==> config.mk <==
export PLATFORM = sky130hd
export DESIGN_NAME = scs_csr_bank
export DESIGN_NICKNAME = d
export VERILOG_FILES = /design/src/hw/scs_pkg.sv /design/src/hw/scs_flag_bit.sv /design/src/hw/scs_reset_seq.sv /design/src/hw/scs_csr_bank.sv
export SDC_FILE = /design/constraint.sdc
export NUM_CORES = 1
export LEC_CHECK = 0
export BUFFER_PORTS_ARGS = -buffer_cell sky130_fd_sc_hd__buf_4
export CAP_MARGIN = 0
export CORE_MARGIN = 3
export CORE_UTILIZATION = 40
export CTS_CLUSTER_SIZE = 14
export DETAILED_ROUTE_END_ITERATION = 10
export GPL_TIMING_DRIVEN = 0
export PLACE_DENSITY = 0.82
export SETUP_SLACK_MARGIN = 0.15
export SYNTH_ARGS = -nofsm -noshare
export SYNTH_HDL_FRONTEND = slang
export SYNTH_HIERARCHICAL = 1
export SYNTH_SLANG_ARGS = --single-unit
==> constraint.sdc <==
create_clock -name sys_clk -period 1.6 [get_ports sys_clk]
set_clock_uncertainty 0.1 [all_clocks]
set_input_delay 0.32 -clock sys_clk [delete_from_list [all_inputs] [get_ports sys_clk]]
set_output_delay 0.32 -clock sys_clk [all_outputs]
set_load 0.01 [all_outputs]
==> src/hw/scs_pkg.sv <==
package scs_pkg;

    // Byte offsets of the control_status_port words
    localparam logic [4:0] OFF_STATUS = 5'h00;
    localparam logic [4:0] OFF_CONTROL = 5'h04;
    localparam logic [4:0] OFF_CMD_FILL = 5'h08;
    localparam logic [4:0] OFF_RSP_FILL = 5'h0C;
    localparam logic [4:0] OFF_SEQ_NUM = 5'h10;
    localparam logic [4:0] OFF_CONFIG_ONE = 5'h14;
    localparam logic [4:0] OFF_CONFIG_TWO = 5'h18;
    localparam logic [4:0] OFF_IDENTITY = 5'h1C;

    // engine_status bit positions
    localparam int ST_BUSY = 0;
    localparam int ST_CMD_EMPTY = 1;
    localparam int ST_CMD_FULL = 2;
    localparam int ST_RSP_EMPTY = 3;
    localparam int ST_RSP_FULL = 4;
    localparam int ST_STOPPED = 5;
    localparam int ST_RESETTING = 6;
    localparam int ST_ERR_STOP = 7;
    localparam int ST_EARLY_STOP = 8;
    localparam int ST_IRQ = 9;

    // engine_control bit positions
    localparam int CT_STOP = 0;
    localparam int CT_RESET = 1;
    localparam int CT_STOP_ERR = 2;
    localparam int CT_STOP_EARLY = 3;
    localparam int CT_IRQ_MASK = 4;
    localparam int CT_STOP_DESC = 5;
    localparam int CTL_WIDTH = 6;
    localparam logic [5:0] CTL_RESET_VALUE = 6'h00;

    // Sticky flag indices
    localparam int FL_IRQ = 0;
    localparam int FL_ERR = 1;
    localparam int FL_EARLY = 2;
    localparam int FL_COUNT = 3;

    localparam logic [3:0] RESET_HOLD_CYCLES = 4'h2;

    typedef enum logic [1:0] {
        RS_IDLE = 2'b00,
        RS_HOLD = 2'b01,
        RS_DRAIN = 2'b10
    } scs_rst_state_t;

    typedef struct packed {
        logic read;
        logic write;
        logic [4:0] addr;
        logic [3:0] byteenable;
        logic [31:0] writedata;
    } scs_csr_req_t;

    typedef struct packed {
        logic [31:0] readdata;
        logic readdatavalid;
    } scs_csr_rsp_t;

    typedef struct packed {
        logic [15:0] wr_cmd_fill;
        logic [15:0] rd_cmd_fill;
        logic wr_cmd_full;
        logic rd_cmd_full;
        logic wr_cmd_empty;
        logic rd_cmd_empty;
        logic [15:0] rsp_fill;
        logic rsp_full;
        logic rsp_empty;
        logic [15:0] wr_seq;
        logic [15:0] rd_seq;
        logic rd_active;
        logic wr_active;
        logic wr_rsp_wait;
        logic error_beat;
        logic early_term;
        logic irq_event;
        logic fabric_drained;
    } scs_engine_obs_t;

    typedef struct packed {
        logic [CTL_WIDTH-1:0] control;
        logic dispatcher_reset;
        logic issue_halt;
        logic irq_pending;
    } scs_engine_ctl_t;

endpackage : scs_pkg

==> src/hw/scs_flag_bit.sv <==
`timescale 1ns/1ps
module scs_flag_bit (
    input wire logic sys_clk,
    input wire logic reset_n,
    input wire logic set,
    input wire logic clear,
    output logic q
);
    import scs_pkg::*;

    typedef struct packed {
        logic q;
    } scs_flag_state_t;

    scs_flag_state_t st;
    scs_flag_state_t next_st;

    always_comb begin
        next_st = st;
        // Set beats clear so an event in the clearing cycle survives
        if (set) begin
            next_st.q = 1'b1;
        end else if (clear) begin
            next_st.q = 1'b0;
        end
    end

    always_ff @(posedge sys_clk) begin
        if (!reset_n) begin
            st <= '0;
        end else begin
            st <= next_st;
        end
    end

    assign q = st.q;

    set_wins_a: assert property (@(posedge sys_clk) disable iff (!reset_n)
        set |=> q)
        else $error("flag lost a set event");
    clear_works_a: assert property (@(posedge sys_clk) disable iff (!reset_n)
        clear && !set |=> !q)
        else $error("flag ignored a clear");

endmodule : scs_flag_bit

==> src/hw/scs_reset_seq.sv <==
`timescale 1ns/1ps
module scs_reset_seq (
    input wire logic sys_clk,
    input wire logic reset_n,
    input wire logic start,
    input wire logic drained,
    output logic resetting
);
    import scs_pkg::*;

    typedef struct packed {
        scs_rst_state_t state;
        logic [3:0] count;
        logic resetting;
    } scs_rst_seq_t;

    scs_rst_seq_t st;
    scs_rst_seq_t next_st;

    always_comb begin
        next_st = st;
        case (st.state)
            RS_IDLE: begin
                if (start) begin
                    next_st.state = RS_HOLD;
                    next_st.count = RESET_HOLD_CYCLES;
                    next_st.resetting = 1'b1;
                end
            end
            RS_HOLD: begin
                // Give the movers a few cycles to see the reset first
                next_st.count = st.count - 4'h1;
                if (st.count == 4'h1) begin
                    next_st.state = RS_DRAIN;
                end
            end
            RS_DRAIN: begin
                // Stay until nothing is in flight on the fabric
                if (drained) begin
                    next_st.state = RS_IDLE;
                    next_st.resetting = 1'b0;
                end
            end
            default: begin
                next_st.state = RS_IDLE;
                next_st.resetting = 1'b0;
            end
        endcase
    end

    always_ff @(posedge sys_clk) begin
        if (!reset_n) begin
            st <= '0;
        end else begin
            st <= next_st;
        end
    end

    assign resetting = st.resetting;

    reset_starts_a: assert property (@(posedge sys_clk) disable iff (!reset_n)
        st.state == RS_IDLE && start |=> resetting [*3])
        else $error("resetting did not hold through the hold phase");
    drain_holds_a: assert property (@(posedge sys_clk) disable iff (!reset_n)
        st.state == RS_DRAIN && !drained |=> resetting)
        else $error("resetting dropped before fabric drained");
    reset_done_c: cover property (@(posedge sys_clk) disable iff (!reset_n)
        $fell(resetting));

endmodule : scs_reset_seq

==> src/hw/scs_csr_bank.sv <==
`timescale 1ns/1ps
// Contract
// Control/status words on a memory-mapped port at word offsets 0x0 to 0x1C.
// Offset 0x8 returns write fill level high, read fill level low.
// Sequence numbers at 0x10 are present only with enhanced features built in.
// Writes to reserved bits change nothing; their reads are undefined.
// Interrupt-pending bit 9 set by hardware, cleared by writing one.
// Set event wins over a same-cycle write-one clear of bit 9.
// Bit 8 set on length reached without packet end, when enabled.
// Software wanting no early termination programs length as all ones.
// Bit 7 set on an error beat at the sink, when enabled.
// Bit 6 high from software reset request until fabric transfers drain.
// Software issues no new work while resetting is high.
// Bit 5 set on manual stop, or on enabled error/early stop.
// After manual stop, stopped only once mover operations have finished.
// Bit 4 shows response buffer full, bit 3 response buffer empty.
// Bit 2 high when either command buffer is full.
// Bit 1 high only when both command buffers are empty.
// Bit 0 busy on buffered commands, active movers, or awaited write responses.
// Interrupt mask gates events before the pending bit latches them.
// Software reset clears dispatcher and mover registers and FIFOs.
// Status bits other than interrupt-pending ignore software writes.
module scs_csr_bank #(
    parameter bit ENHANCED_FEATURES = 1'b1,
    parameter logic [31:0] CONFIG_ONE = 32'h0000_0000,
    parameter logic [31:0] CONFIG_TWO = 32'h0000_0000,
    // Arbitrary identity values
    parameter logic [7:0] COMP_TYPE = 8'h5C,
    parameter logic [7:0] COMP_VERSION = 8'h03
) (
    input wire logic sys_clk,
    input wire logic reset_n,
    input wire scs_pkg::scs_csr_req_t csr_req,
    output scs_pkg::scs_csr_rsp_t csr_rsp,
    input wire scs_pkg::scs_engine_obs_t engine_obs,
    output scs_pkg::scs_engine_ctl_t engine_ctl
);
    import scs_pkg::*;

    typedef struct packed {
        logic [CTL_WIDTH-1:0] control;
        logic stopped;
        logic [31:0] readdata;
        logic readdatavalid;
        logic dispatcher_reset;
        logic issue_halt;
        logic irq_pending;
    } scs_bank_state_t;

    scs_bank_state_t st;
    scs_bank_state_t next_st;

    logic [FL_COUNT-1:0] flag_set;
    logic [FL_COUNT-1:0] flag_clear;
    logic [FL_COUNT-1:0] flag_q;
    logic reset_start;
    logic resetting;
    logic movers_active;
    logic hit_status_wr;
    logic hit_control_wr;
    logic [31:0] status_word;

    // Word decode; the two low address bits carry no meaning
    function automatic logic word_hit(input logic [4:0] addr, input logic [4:0] off);
        word_hit = (addr[4:2] == off[4:2]);
    endfunction : word_hit

    // A data bit counts only when its byte lane is enabled
    function automatic logic lane_bit(input logic [3:0] be, input logic [31:0] data,
                                      input int pos);
        lane_bit = data[pos] & be[pos / 8];
    endfunction : lane_bit

    assign hit_status_wr = csr_req.write && word_hit(csr_req.addr, OFF_STATUS);
    assign hit_control_wr = csr_req.write && word_hit(csr_req.addr, OFF_CONTROL);
    assign movers_active = engine_obs.rd_active | engine_obs.wr_active;

    // Reset requests are dropped while a reset cycle runs
    assign reset_start = hit_control_wr && !resetting
        && lane_bit(csr_req.byteenable, csr_req.writedata, CT_RESET);

    always_comb begin
        flag_set = '0;
        flag_clear = '0;
        // Masked events never reach the pending bit
        flag_set[FL_IRQ] = engine_obs.irq_event & st.control[CT_IRQ_MASK];
        flag_set[FL_ERR] = engine_obs.error_beat & st.control[CT_STOP_ERR];
        flag_set[FL_EARLY] = engine_obs.early_term & st.control[CT_STOP_EARLY];
        flag_clear[FL_IRQ] = resetting
            | (hit_status_wr && lane_bit(csr_req.byteenable, csr_req.writedata, ST_IRQ));
        // Stop causes are left only by a software reset
        flag_clear[FL_ERR] = resetting;
        flag_clear[FL_EARLY] = resetting;
    end

    genvar gi;
    generate
        for (gi = 0; gi < FL_COUNT; gi++) begin : g_flag
            scs_flag_bit u_flag (
                .sys_clk(sys_clk),
                .reset_n(reset_n),
                .set(flag_set[gi]),
                .clear(flag_clear[gi]),
                .q(flag_q[gi])
            );
        end
    endgenerate

    scs_reset_seq u_reset_seq (
        .sys_clk(sys_clk),
        .reset_n(reset_n),
        .start(reset_start),
        .drained(engine_obs.fabric_drained),
        .resetting(resetting)
    );

    always_comb begin
        status_word = '0;
        status_word[ST_BUSY] = !(engine_obs.wr_cmd_empty && engine_obs.rd_cmd_empty)
            | movers_active | engine_obs.wr_rsp_wait;
        status_word[ST_CMD_EMPTY] = engine_obs.wr_cmd_empty & engine_obs.rd_cmd_empty;
        status_word[ST_CMD_FULL] = engine_obs.wr_cmd_full | engine_obs.rd_cmd_full;
        status_word[ST_RSP_EMPTY] = engine_obs.rsp_empty;
        status_word[ST_RSP_FULL] = engine_obs.rsp_full;
        status_word[ST_STOPPED] = st.stopped;
        status_word[ST_RESETTING] = resetting;
        status_word[ST_ERR_STOP] = flag_q[FL_ERR];
        status_word[ST_EARLY_STOP] = flag_q[FL_EARLY];
        status_word[ST_IRQ] = flag_q[FL_IRQ];
    end

    always_comb begin
        next_st = st;
        // Control bits; the reset bit is a request and is never stored
        if (resetting) begin
            next_st.control = CTL_RESET_VALUE;
        end else if (hit_control_wr && csr_req.byteenable[0]) begin
            next_st.control = csr_req.writedata[CTL_WIDTH-1:0];
            next_st.control[CT_RESET] = 1'b0;
        end
        // Manual stop waits for mover operations already in progress
        next_st.stopped = (st.control[CT_STOP] && !movers_active)
            | flag_q[FL_ERR] | flag_q[FL_EARLY];
        if (resetting) begin
            next_st.stopped = 1'b0;
        end
        next_st.readdatavalid = csr_req.read;
        if (csr_req.read) begin
            case (csr_req.addr[4:2])
                OFF_STATUS[4:2]: begin
                    next_st.readdata = status_word;
                end
                OFF_CONTROL[4:2]: begin
                    next_st.readdata = {26'h0, st.control};
                end
                OFF_CMD_FILL[4:2]: begin
                    next_st.readdata = {engine_obs.wr_cmd_fill, engine_obs.rd_cmd_fill};
                end
                OFF_RSP_FILL[4:2]: begin
                    next_st.readdata = {16'h0, engine_obs.rsp_fill};
                end
                OFF_SEQ_NUM[4:2]: begin
                    // Without the enhanced option the word reads as zero
                    next_st.readdata = ENHANCED_FEATURES
                        ? {engine_obs.wr_seq, engine_obs.rd_seq} : 32'h0000_0000;
                end
                OFF_CONFIG_ONE[4:2]: begin
                    next_st.readdata = CONFIG_ONE;
                end
                OFF_CONFIG_TWO[4:2]: begin
                    next_st.readdata = CONFIG_TWO;
                end
                OFF_IDENTITY[4:2]: begin
                    next_st.readdata = {16'h0, COMP_TYPE, COMP_VERSION};
                end
                default: begin
                    next_st.readdata = 32'h0000_0000;
                end
            endcase
        end
        next_st.dispatcher_reset = resetting | reset_start;
        // Issue stops on any stop cause, a reset, or a full response buffer
        next_st.issue_halt = next_st.control[CT_STOP] | next_st.control[CT_STOP_DESC]
            | next_st.stopped | resetting | reset_start | engine_obs.rsp_full;
        next_st.irq_pending = flag_q[FL_IRQ] | flag_set[FL_IRQ];
    end

    always_ff @(posedge sys_clk) begin
        if (!reset_n) begin
            st <= '0;
        end else begin
            st <= next_st;
        end
    end

    always_comb begin
        csr_rsp.readdata = st.readdata;
        csr_rsp.readdatavalid = st.readdatavalid;
        engine_ctl.control = st.control;
        engine_ctl.dispatcher_reset = st.dispatcher_reset;
        engine_ctl.issue_halt = st.issue_halt;
        engine_ctl.irq_pending = st.irq_pending;
    end

    read_latency_a: assert property (@(posedge sys_clk) disable iff (!reset_n)
        csr_req.read |=> csr_rsp.readdatavalid
            ##1 (csr_rsp.readdatavalid == $past(csr_req.read)))
        else $error("read answer not one cycle after request");
    fill_read_a: assert property (@(posedge sys_clk) disable iff (!reset_n)
        csr_req.read && word_hit(csr_req.addr, OFF_CMD_FILL)
        |=> csr_rsp.readdata == {$past(engine_obs.wr_cmd_fill), $past(engine_obs.rd_cmd_fill)})
        else $error("fill level word mismatch");
    seq_word_a: assert property (@(posedge sys_clk) disable iff (!reset_n)
        csr_req.read && word_hit(csr_req.addr, OFF_SEQ_NUM)
        |=> csr_rsp.readdata == (ENHANCED_FEATURES
            ? {$past(engine_obs.wr_seq), $past(engine_obs.rd_seq)} : 32'h0000_0000))
        else $error("sequence number word wrong");
    irq_keep_a: assert property (@(posedge sys_clk) disable iff (!reset_n)
        flag_q[FL_IRQ] && !resetting
        && !(hit_status_wr && lane_bit(csr_req.byteenable, csr_req.writedata, ST_IRQ))
        |=> flag_q[FL_IRQ])
        else $error("pending bit cleared without a write of one");
    irq_masked_a: assert property (@(posedge sys_clk) disable iff (!reset_n)
        !flag_q[FL_IRQ] && !st.control[CT_IRQ_MASK] |=> !flag_q[FL_IRQ])
        else $error("masked event latched");
    stop_waits_a: assert property (@(posedge sys_clk) disable iff (!reset_n)
        movers_active && !flag_q[FL_ERR] && !flag_q[FL_EARLY] |=> !st.stopped)
        else $error("stopped while a mover was active");
    err_stop_a: assert property (@(posedge sys_clk) disable iff (!reset_n)
        flag_q[FL_ERR] && !resetting |=> st.stopped)
        else $error("error stop did not raise stopped");
    status_full_a: assert property (@(posedge sys_clk) disable iff (!reset_n)
        csr_req.read && word_hit(csr_req.addr, OFF_STATUS)
        |=> csr_rsp.readdata[ST_CMD_FULL]
            == $past(engine_obs.wr_cmd_full | engine_obs.rd_cmd_full))
        else $error("descriptor full bit wrong");
    reset_clears_a: assert property (@(posedge sys_clk) disable iff (!reset_n)
        resetting |=> st.control == CTL_RESET_VALUE)
        else $error("control survived software reset");

    irq_same_cycle_c: cover property (@(posedge sys_clk) disable iff (!reset_n)
        flag_set[FL_IRQ] && flag_clear[FL_IRQ]);
    manual_stop_c: cover property (@(posedge sys_clk) disable iff (!reset_n)
        st.control[CT_STOP] && movers_active ##[1:20] st.stopped);
    early_stop_c: cover property (@(posedge sys_clk) disable iff (!reset_n)
        $rose(flag_q[FL_EARLY]));

endmodule : scs_csr_bank

==> flow_metrics.tcl, run 1 <==
set metrics [dict create \
    ctsLongestPathBuffers 2 \
    crit_path_max_fanout 4 \
    synthDistinctLibCells 48 \
    critical_path.endpoint_type "register" \
    floorplan.die_area_mm2 0.00887 \
    cts_tree "yes" \
    post_synth_and_or_nand_nor_area_fraction_pct 18.3 \
    p_sw_w 0.000750 \
    place.port_buffers 147 \
    synth.yosys.seq_area_share_pct 33.5 \
    maxCapViolations 0 \
    number_of_nets_with_antenna_violations_after_detailed_routing 0 \
    yosysTopAreaCell "sky130_fd_sc_hd__dfxtp_1" \
    final_cell_mix "sky130_fd_sc_hd__buf_4, sky130_fd_sc_hd__dfxtp_1, sky130_fd_sc_hd__nor2_1" \
    combinationalPowerShare_pct 23.2 \
    cts_htree_levels 2 \
    cts-buffers-inserted 5 \
    top_level_ports 180 \
    grt_setup_unrepaired "yes" \
    critPathKind "reg -> reg" \
    initial_utilization_pct 42.0 \
    detail_route.wirelength_mm 9.67 \
    route.detailed.vias_per_inst 5.19 \
    antenna-diode-count 0 \
    async_set_or_reset_flop_fraction_in_the_synthesized_netlist_pct 0 \
    antenna_found_initial 0 \
    worstPathRequired_ns 1.66 \
    syn-cell-area_mm2 0.00311 \
    clkLatencyLatePin_ns 0.29 \
    synth-edff-count 0 \
    report.final.slew_viol_count 0 \
    p_per_area_mw_per_mm2 674 \
    num_clock_sinks 52 \
    firstDrtPassIters 6 \
    synthToLayoutAreaGrowth_pct 45.3 \
    worst_setup_hold_path_clk_slew_ns 0.09 \
    power.share.clock_pct 31.9 \
    ys_ff_latch 52 \
    mappedNetlistNets 506 \
    timing.critical_path.from_type "register" \
    fmaxAchievable_mhz 691 \
    fin_crit_ns 1.45 \
    layout_commonest_cell "sky130_fd_sc_hd__buf_4" \
    synth_compound_area_share_pct 26.5 \
    syn_inst 366 \
    hold_buffers 0 \
    routability_congestion_estimate_from_global_placement 0.914 \
    core-area_mm2 0.00741 \
    route.detailed.drc 0 \
    final-setup-viol-count 0 \
    num_vias 3236 \
    die_y_um 94.2 \
    arrival_ns 1.51 \
    worstMarginPinSlew_ns 0.550 \
    1st_iter_drt_viols 206 \
    synth.avg_cell_area_um2 8.50 \
    worstHoldStart "csr_req[3]" \
    power.static_leakage_nw 2.16 \
    status "finished, final reports clean" \
    reg_power_share_pct 44.9 \
    detailedPlacementHpwl_mm 7.68 \
    pin_count_of_the_biggest_net_entering_global_routing 17 \
    main_combinational_cell_family_by_area_after_synthesis "compound AO/OA/AOI/OAI gates" \
    netlist_top_cells_area "sky130_fd_sc_hd__dfxtp_1, sky130_fd_sc_hd__buf_4, sky130_fd_sc_hd__o2bb2ai_1" \
    relSlewSlack_pct 63.3 \
    post_drt_wl_per_cell_um 15.5 \
    synth.area.mux_share_pct 3.94 \
    drive_gt1_share_pct 44.3 \
    worst_hold_path_type "in -> reg" \
    yosys.area_share.adder_pct 0.805 \
    cts_root_buffer "sky130_fd_sc_hd__clkbuf_8" \
    cellInternalPower_w 0.00229 \
    portion_of_synthesized_cell_area_occupied_by_the_leading_cell_type_pct 33.5 \
    regToRegStartpoint "engine_ctl[3]$_SDFF_PN0_" \
    timing.hold.ws_ns 0.160 \
    global_route.overflow_total 0 \
    fin_tns_setup_ns 0 \
    p_sw_share_pct 24.7 \
    timing.critical_path.from "engine_ctl[3]$_SDFF_PN0_" \
    min_period_over_period_pct 90.4 \
    floorplan.die.width_um 94.2 \
    ys.warnings.count 6 \
    timing_hold_violations_final 0 \
    finish.net_count 663 \
    globalRouteTotalUtil_pct 20.5 \
    vdd_drop_max_v 0.000507 \
    synth_xor_xnor_area_share_pct 0 \
    postSynth.topFlopCell "sky130_fd_sc_hd__dfxtp_1" \
    wire_length_of_the_first_global_routing_pass_mm 14.4 \
    grt_pass1_vias 3085 \
    placement_rows 31 \
]
-- synth_stat cells, drive strengths merged (7+ instances only) --
| library cell | n |
|---|---|
| buf | 58 |
| mux2i | 10 |
| o2bb2ai | 17 |
| and2 | 21 |
| a21oi | 18 |
| nand2 | 14 |
| nor2 | 31 |
| nor2b | 12 |
| inv | 22 |
| a22oi | 17 |
| dfxtp | 52 |
| nor3 | 7 |
| o21ai | 11 |
| clkbuf | 8 |
-- routing by layer --
layer / vias up / share of wire [%] / track usage (%)
met5: - / 0 / 0
met4: 0 / 2.3 / 6.74
met3: 20 / 6.2 / 2.48
met2: 143 / 51 / 35.9
met1: 1514 / 41 / 25.9
li1: 1559 / - / -
-- metrics by stage --
step | std cells | power (W) | area, µm² | setup slack (ns) | utilization (%)
6_report | 623 | 0.00304 | 4520 | 0.153 | 61.0
5_1_grt | 623 | 0.00319 | 4520 | 0.107 | 61.0
4_1_cts | 623 | 0.00308 | 4510 | 0.128 | 60.9
3_5_place_dp | 612 | 0.00209 | 4360 | -0.245 | 58.8
3_3_place_gp | 612 | 0.00208 | 4360 | -0.220 | 58.8
2_1_floorplan | 366 | 0.00174 | 3130 | 0.0422 | -
-- power groups by stage --
stage / Clock [W] / Combinational [W] / Sequential, W
floorplan: 0 / 0.000349 / 0.00139
global placement: 0 / 0.000681 / 0.00139
detailed placement: 0 / 0.000697 / 0.00140
CTS: 0.00101 / 0.000701 / 0.00137
global route: 0.00105 / 0.000763 / 0.00137
finish: 0.000970 / 0.000707 / 0.00137
-- sequential cells by signal, summed over array words and instances (netlist names) --
register,count
u_reset_seq/resetting,1
u_reset_seq/st,6
g_flag.u_flag/q,3
csr_rsp,33
st,1
engine_ctl,8
-- critical path, cell delays in order (launching register included) --
cell and delay (ns):
sky130_fd_sc_hd__dfxtp_1 0.36, sky130_fd_sc_hd__a211o_1 0.32, sky130_fd_sc_hd__a2111oi_2 0.39, sky130_fd_sc_hd__o221ai_1 0.15
-- timing repair --
item | CTS | global route
setup buffers | 3 | 0
gates resized for setup | 2 | 6
hold endpoints to repair | 0 | 0
pin swaps | 1 | 2
endpoints found under the setup margin | 8 | 5
-- logic make-up after synthesis --
group | after synthesis
AOI/OAI and AO/OA | 110
adders and majority gates | 2
buffers and inverters | 88
DFF | 52
muxes | 12
other | 1
and+or+nand+nor | 101
-- path summary, 6_finish.rpt --
kind / to / slack, ns / depth (start not counted)
worst min register to register: csr_rsp[6]$_SDFFE_PN0P_ / 0.35 / 2
worst min-delay path: engine_ctl[6]$_SDFFE_PP0N_ / 0.16 / 3
worst max register to register: engine_ctl[1]$_SDFF_PN0_ / 0.15 / 3
worst max-delay path: engine_ctl[1]$_SDFF_PN0_ / 0.15 / 3
-- layout make-up --
type,count,area (µm²)
Multi-Input combinational cell,226,1550
Fill cell,678,2890
Sequential cell,52,1040
Clock inverter,1,30.0
Timing Repair Buffer,150,1130
Clock buffer,7,96.3
Buffer,66,459
Inverter,22,82.6
Tap cell,99,124
Note: power is estimated with default switching activity, not from simulation.
==> run 2: changes to the inputs <==
ABC_AREA = 1   (was default)
==> flow_metrics.tcl, run 2 <==
set metrics [dict create \
    grt_setup_unrepaired "yes" \
    arrival_ns 1.48 \
    syn-cell-area_mm2 0.00307 \
    largest_register_ffs 33 \
    floorplan.die_area_mm2 0.00876 \
    synthTopCellsByCount "sky130_fd_sc_hd__nand2_1, sky130_fd_sc_hd__dfxtp_1, sky130_fd_sc_hd__buf_4" \
    async_set_or_reset_flop_fraction_in_the_synthesized_netlist_pct 0 \
    ys_ff_latch 52 \
    power.share.clock_pct 27.8 \
    relSlewSlack_pct 63.9 \
    yosysTopAreaCell "sky130_fd_sc_hd__dfxtp_1" \
    antenna-diode-count 0 \
    post_place_setup_slack_ns -0.243 \
    power.static_leakage_nw 2.24 \
    wire_length_of_the_first_global_routing_pass_mm 14.7 \
    synthDistinctLibCells 28 \
    placement_rows 31 \
    cellInternalPower_w 0.00208 \
    global_route.overflow_total 0 \
    final-setup-viol-count 0 \
    ys.warnings.count 6 \
    critical-path-max-stage-delay_ns 0.19 \
    report.final.slew_viol_count 0 \
    place.port_buffers 149 \
    fin_crit_ns 1.40 \
    initial_utilization_pct 41.9 \
    p_sw_w 0.000704 \
    synthToLayoutAreaGrowth_pct 44.7 \
    drive_gt1_share_pct 37.1 \
    timing.final.ws_setup_ns 0.202 \
    route.detailed.drc 0 \
    antenna_found_initial 0 \
    die_y_um 93.6 \
    critical-path-top-cell-by-count "sky130_fd_sc_hd__nand2_1" \
    cts_root_buffer "sky130_fd_sc_hd__clkbuf_8" \
    cts-buffers-inserted 5 \
    synth.yosys.seq_area_share_pct 33.9 \
    crit_path_max_fanout 7 \
    timing.hold.ws_ns 0.153 \
    firstDrtPassIters 5 \
    grt_pass1_vias 3286 \
    globalRouteTotalUtil_pct 20.7 \
    ctsLongestPathBuffers 2 \
    route.detailed.vias_per_inst 4.77 \
    postSynth.topFlopCell "sky130_fd_sc_hd__dfxtp_1" \
    core-area_mm2 0.00733 \
    synth.avg_cell_area_um2 6.51 \
    synth-edff-count 0 \
    floorplan.die.width_um 93.6 \
    timing.critical_path.from_type "input port" \
    crit_path_cell_trace "buf_4 -> inv_2 -> nand3_2 -> nor2_4 -> nand2_1 -> nor2_2 -> o21a_1 -> nand2_1 -> nand2_1 -> nor2_2" \
    cts_htree_levels 2 \
    netlist_top_cells_area "sky130_fd_sc_hd__dfxtp_1, sky130_fd_sc_hd__nand2_1, sky130_fd_sc_hd__buf_4" \
    layout_commonest_cell "sky130_fd_sc_hd__buf_4" \
    finish.net_count 770 \
    combinationalPowerShare_pct 23.2 \
    vdd_drop_max_v 0.000294 \
    status "finished, final reports clean" \
    maxCapViolations 0 \
    worst_hold_path_type "in -> reg" \
    fmaxAchievable_mhz 715 \
    final_cell_mix "sky130_fd_sc_hd__buf_4, sky130_fd_sc_hd__nand2_1, sky130_fd_sc_hd__dfxtp_1" \
    portion_of_synthesized_cell_area_occupied_by_the_leading_cell_type_pct 33.9 \
    worst_setup_hold_path_clk_slew_ns 0.09 \
    worstPathRequired_ns 1.69 \
    timing_hold_violations_final 0 \
    clkLatencyLatePin_ns 0.29 \
    top_level_ports 180 \
    mappedNetlistNets 612 \
    num_clock_sinks 52 \
    number_of_nets_with_antenna_violations_after_detailed_routing 0 \
    detail_route.wirelength_mm 9.59 \
    cpMaxStageDelayCell "sky130_fd_sc_hd__o21a_1" \
    worstMarginPinSlew_ns 0.541 \
    num_vias 3477 \
    post_drt_wl_per_cell_um 13.2 \
    p_per_area_mw_per_mm2 626 \
    syn_inst 472 \
    min_period_over_period_pct 87.4 \
    critical_path.endpoint_type "register" \
    pin_count_of_the_biggest_net_entering_global_routing 15 \
    reg_power_share_pct 49.0 \
    post-synth-top-count-cell "sky130_fd_sc_hd__nand2_1" \
    routability_congestion_estimate_from_global_placement 0.879 \
    critPathKind "in -> reg" \
    hold_buffers 0 \
    cts_tree "yes" \
    p_sw_share_pct 25.3 \
    1st_iter_drt_viols 175 \
    detailedPlacementHpwl_mm 7.78 \
]
-- run 2: cell count changes after synthesis, moves of 7 or more --
cell,previous run,this run
sky130_fd_sc_hd__a21oi_1,18,45
sky130_fd_sc_hd__a22oi_1,17,0
sky130_fd_sc_hd__and2_1,20,0
sky130_fd_sc_hd__buf_2,13,6
sky130_fd_sc_hd__inv_1,22,36
sky130_fd_sc_hd__mux2i_1,10,0
sky130_fd_sc_hd__nand2_1,14,165
sky130_fd_sc_hd__nand3_1,4,33
sky130_fd_sc_hd__nand4_1,2,11
sky130_fd_sc_hd__nor2_1,31,19
sky130_fd_sc_hd__nor2b_1,8,0
sky130_fd_sc_hd__o2bb2ai_1,17,0
-- run 2: repair_timing --
| action | 4_1_cts | 5_1_grt |
|---|---|---|
| resized for setup | 3 | 3 |
| pin swaps | 1 | 1 |
| setup buffers | 1 | 1 |
| setup endpoints to repair | 13 | 15 |
-- run 2: worst paths after layout --
path                                                      from                             end  slack [ns]  cells after the start
worst max-delay path                               csr_req[39]  u_reset_seq/st[3]$_SDFFE_PN0P_        0.20                     10
worst min-delay path                                csr_req[2]      engine_ctl[5]$_SDFFE_PP0N_        0.15                      3
worst max register to register  u_reset_seq/st[2]$_SDFFE_PN0P_  u_reset_seq/st[6]$_SDFFE_PN0P_        0.37                      5
worst min register to register         csr_rsp[4]$_SDFFE_PN0P_         csr_rsp[4]$_SDFFE_PN0P_        0.37                      2
-- run 2: worst max-delay path: cells and delay by family --
family,cells,cell delay (ns)
simple gates,7,0.70
buf+inv,2,0.27
compound gates,1,0.19
-- run 2: final cells by class --
| class | count | area (µm²) |
|---|---|---|
| Fill cell | 694 | 2890 |
| Tap cell | 99 | 124 |
| Clock buffer | 7 | 96.3 |
| Multi-Input combinational cell | 317 | 1480 |
| Inverter | 41 | 154 |
| Sequential cell | 52 | 1040 |
| Buffer | 62 | 415 |
| Timing Repair Buffer | 151 | 1130 |
-- run 2: power groups by stage --
stage	sequential [W]	combinational [W]	clock, W
3_3_place_gp	0.00139	0.000632	0
2_1_floorplan	0.00139	0.000297	0
6_report	0.00136	0.000645	0.000773
4_1_cts	0.00136	0.000647	0.000798
5_1_grt	0.00137	0.000711	0.000844
3_5_place_dp	0.00139	0.000642	0
-- run 2: layer usage --
| layer | global-route usage [%] | vias to the layer above | part of all wire [%] |
|---|---|---|---|
| met5 | 0 | - | 0 |
| met2 | 37.9 | 155 | 50 |
| met1 | 24.8 | 1544 | 39 |
| met3 | 5.79 | 4 | 10 |
| li1 | - | 1774 | - |
| met4 | 2.53 | 0 | 0.27 |
-- run 2: cell families after synthesis --
group	count (synthesis)	synth area share, %
simple gates	241	33.8
buf+inv	103	18.5
compound gates	73	12.9
flops	52	33.9
fa+ha+maj	2	0.815
other cells	1	0.122
-- run 2: metrics by stage --
step | instances | instance area, µm² | TNS [ns] | utilization, % | power (W)
after floorplan | 472 | 3070 | 0 | - | 0.00168
after global placement | 720 | 4320 | -3.35 | 58.9 | 0.00202
after detailed placement | 720 | 4320 | -4.26 | 58.9 | 0.00204
after CTS | 728 | 4430 | 0 | 60.4 | 0.00281
after global routing | 729 | 4440 | 0 | 60.6 | 0.00292
final | 729 | 4440 | 0 | 60.6 | 0.00278
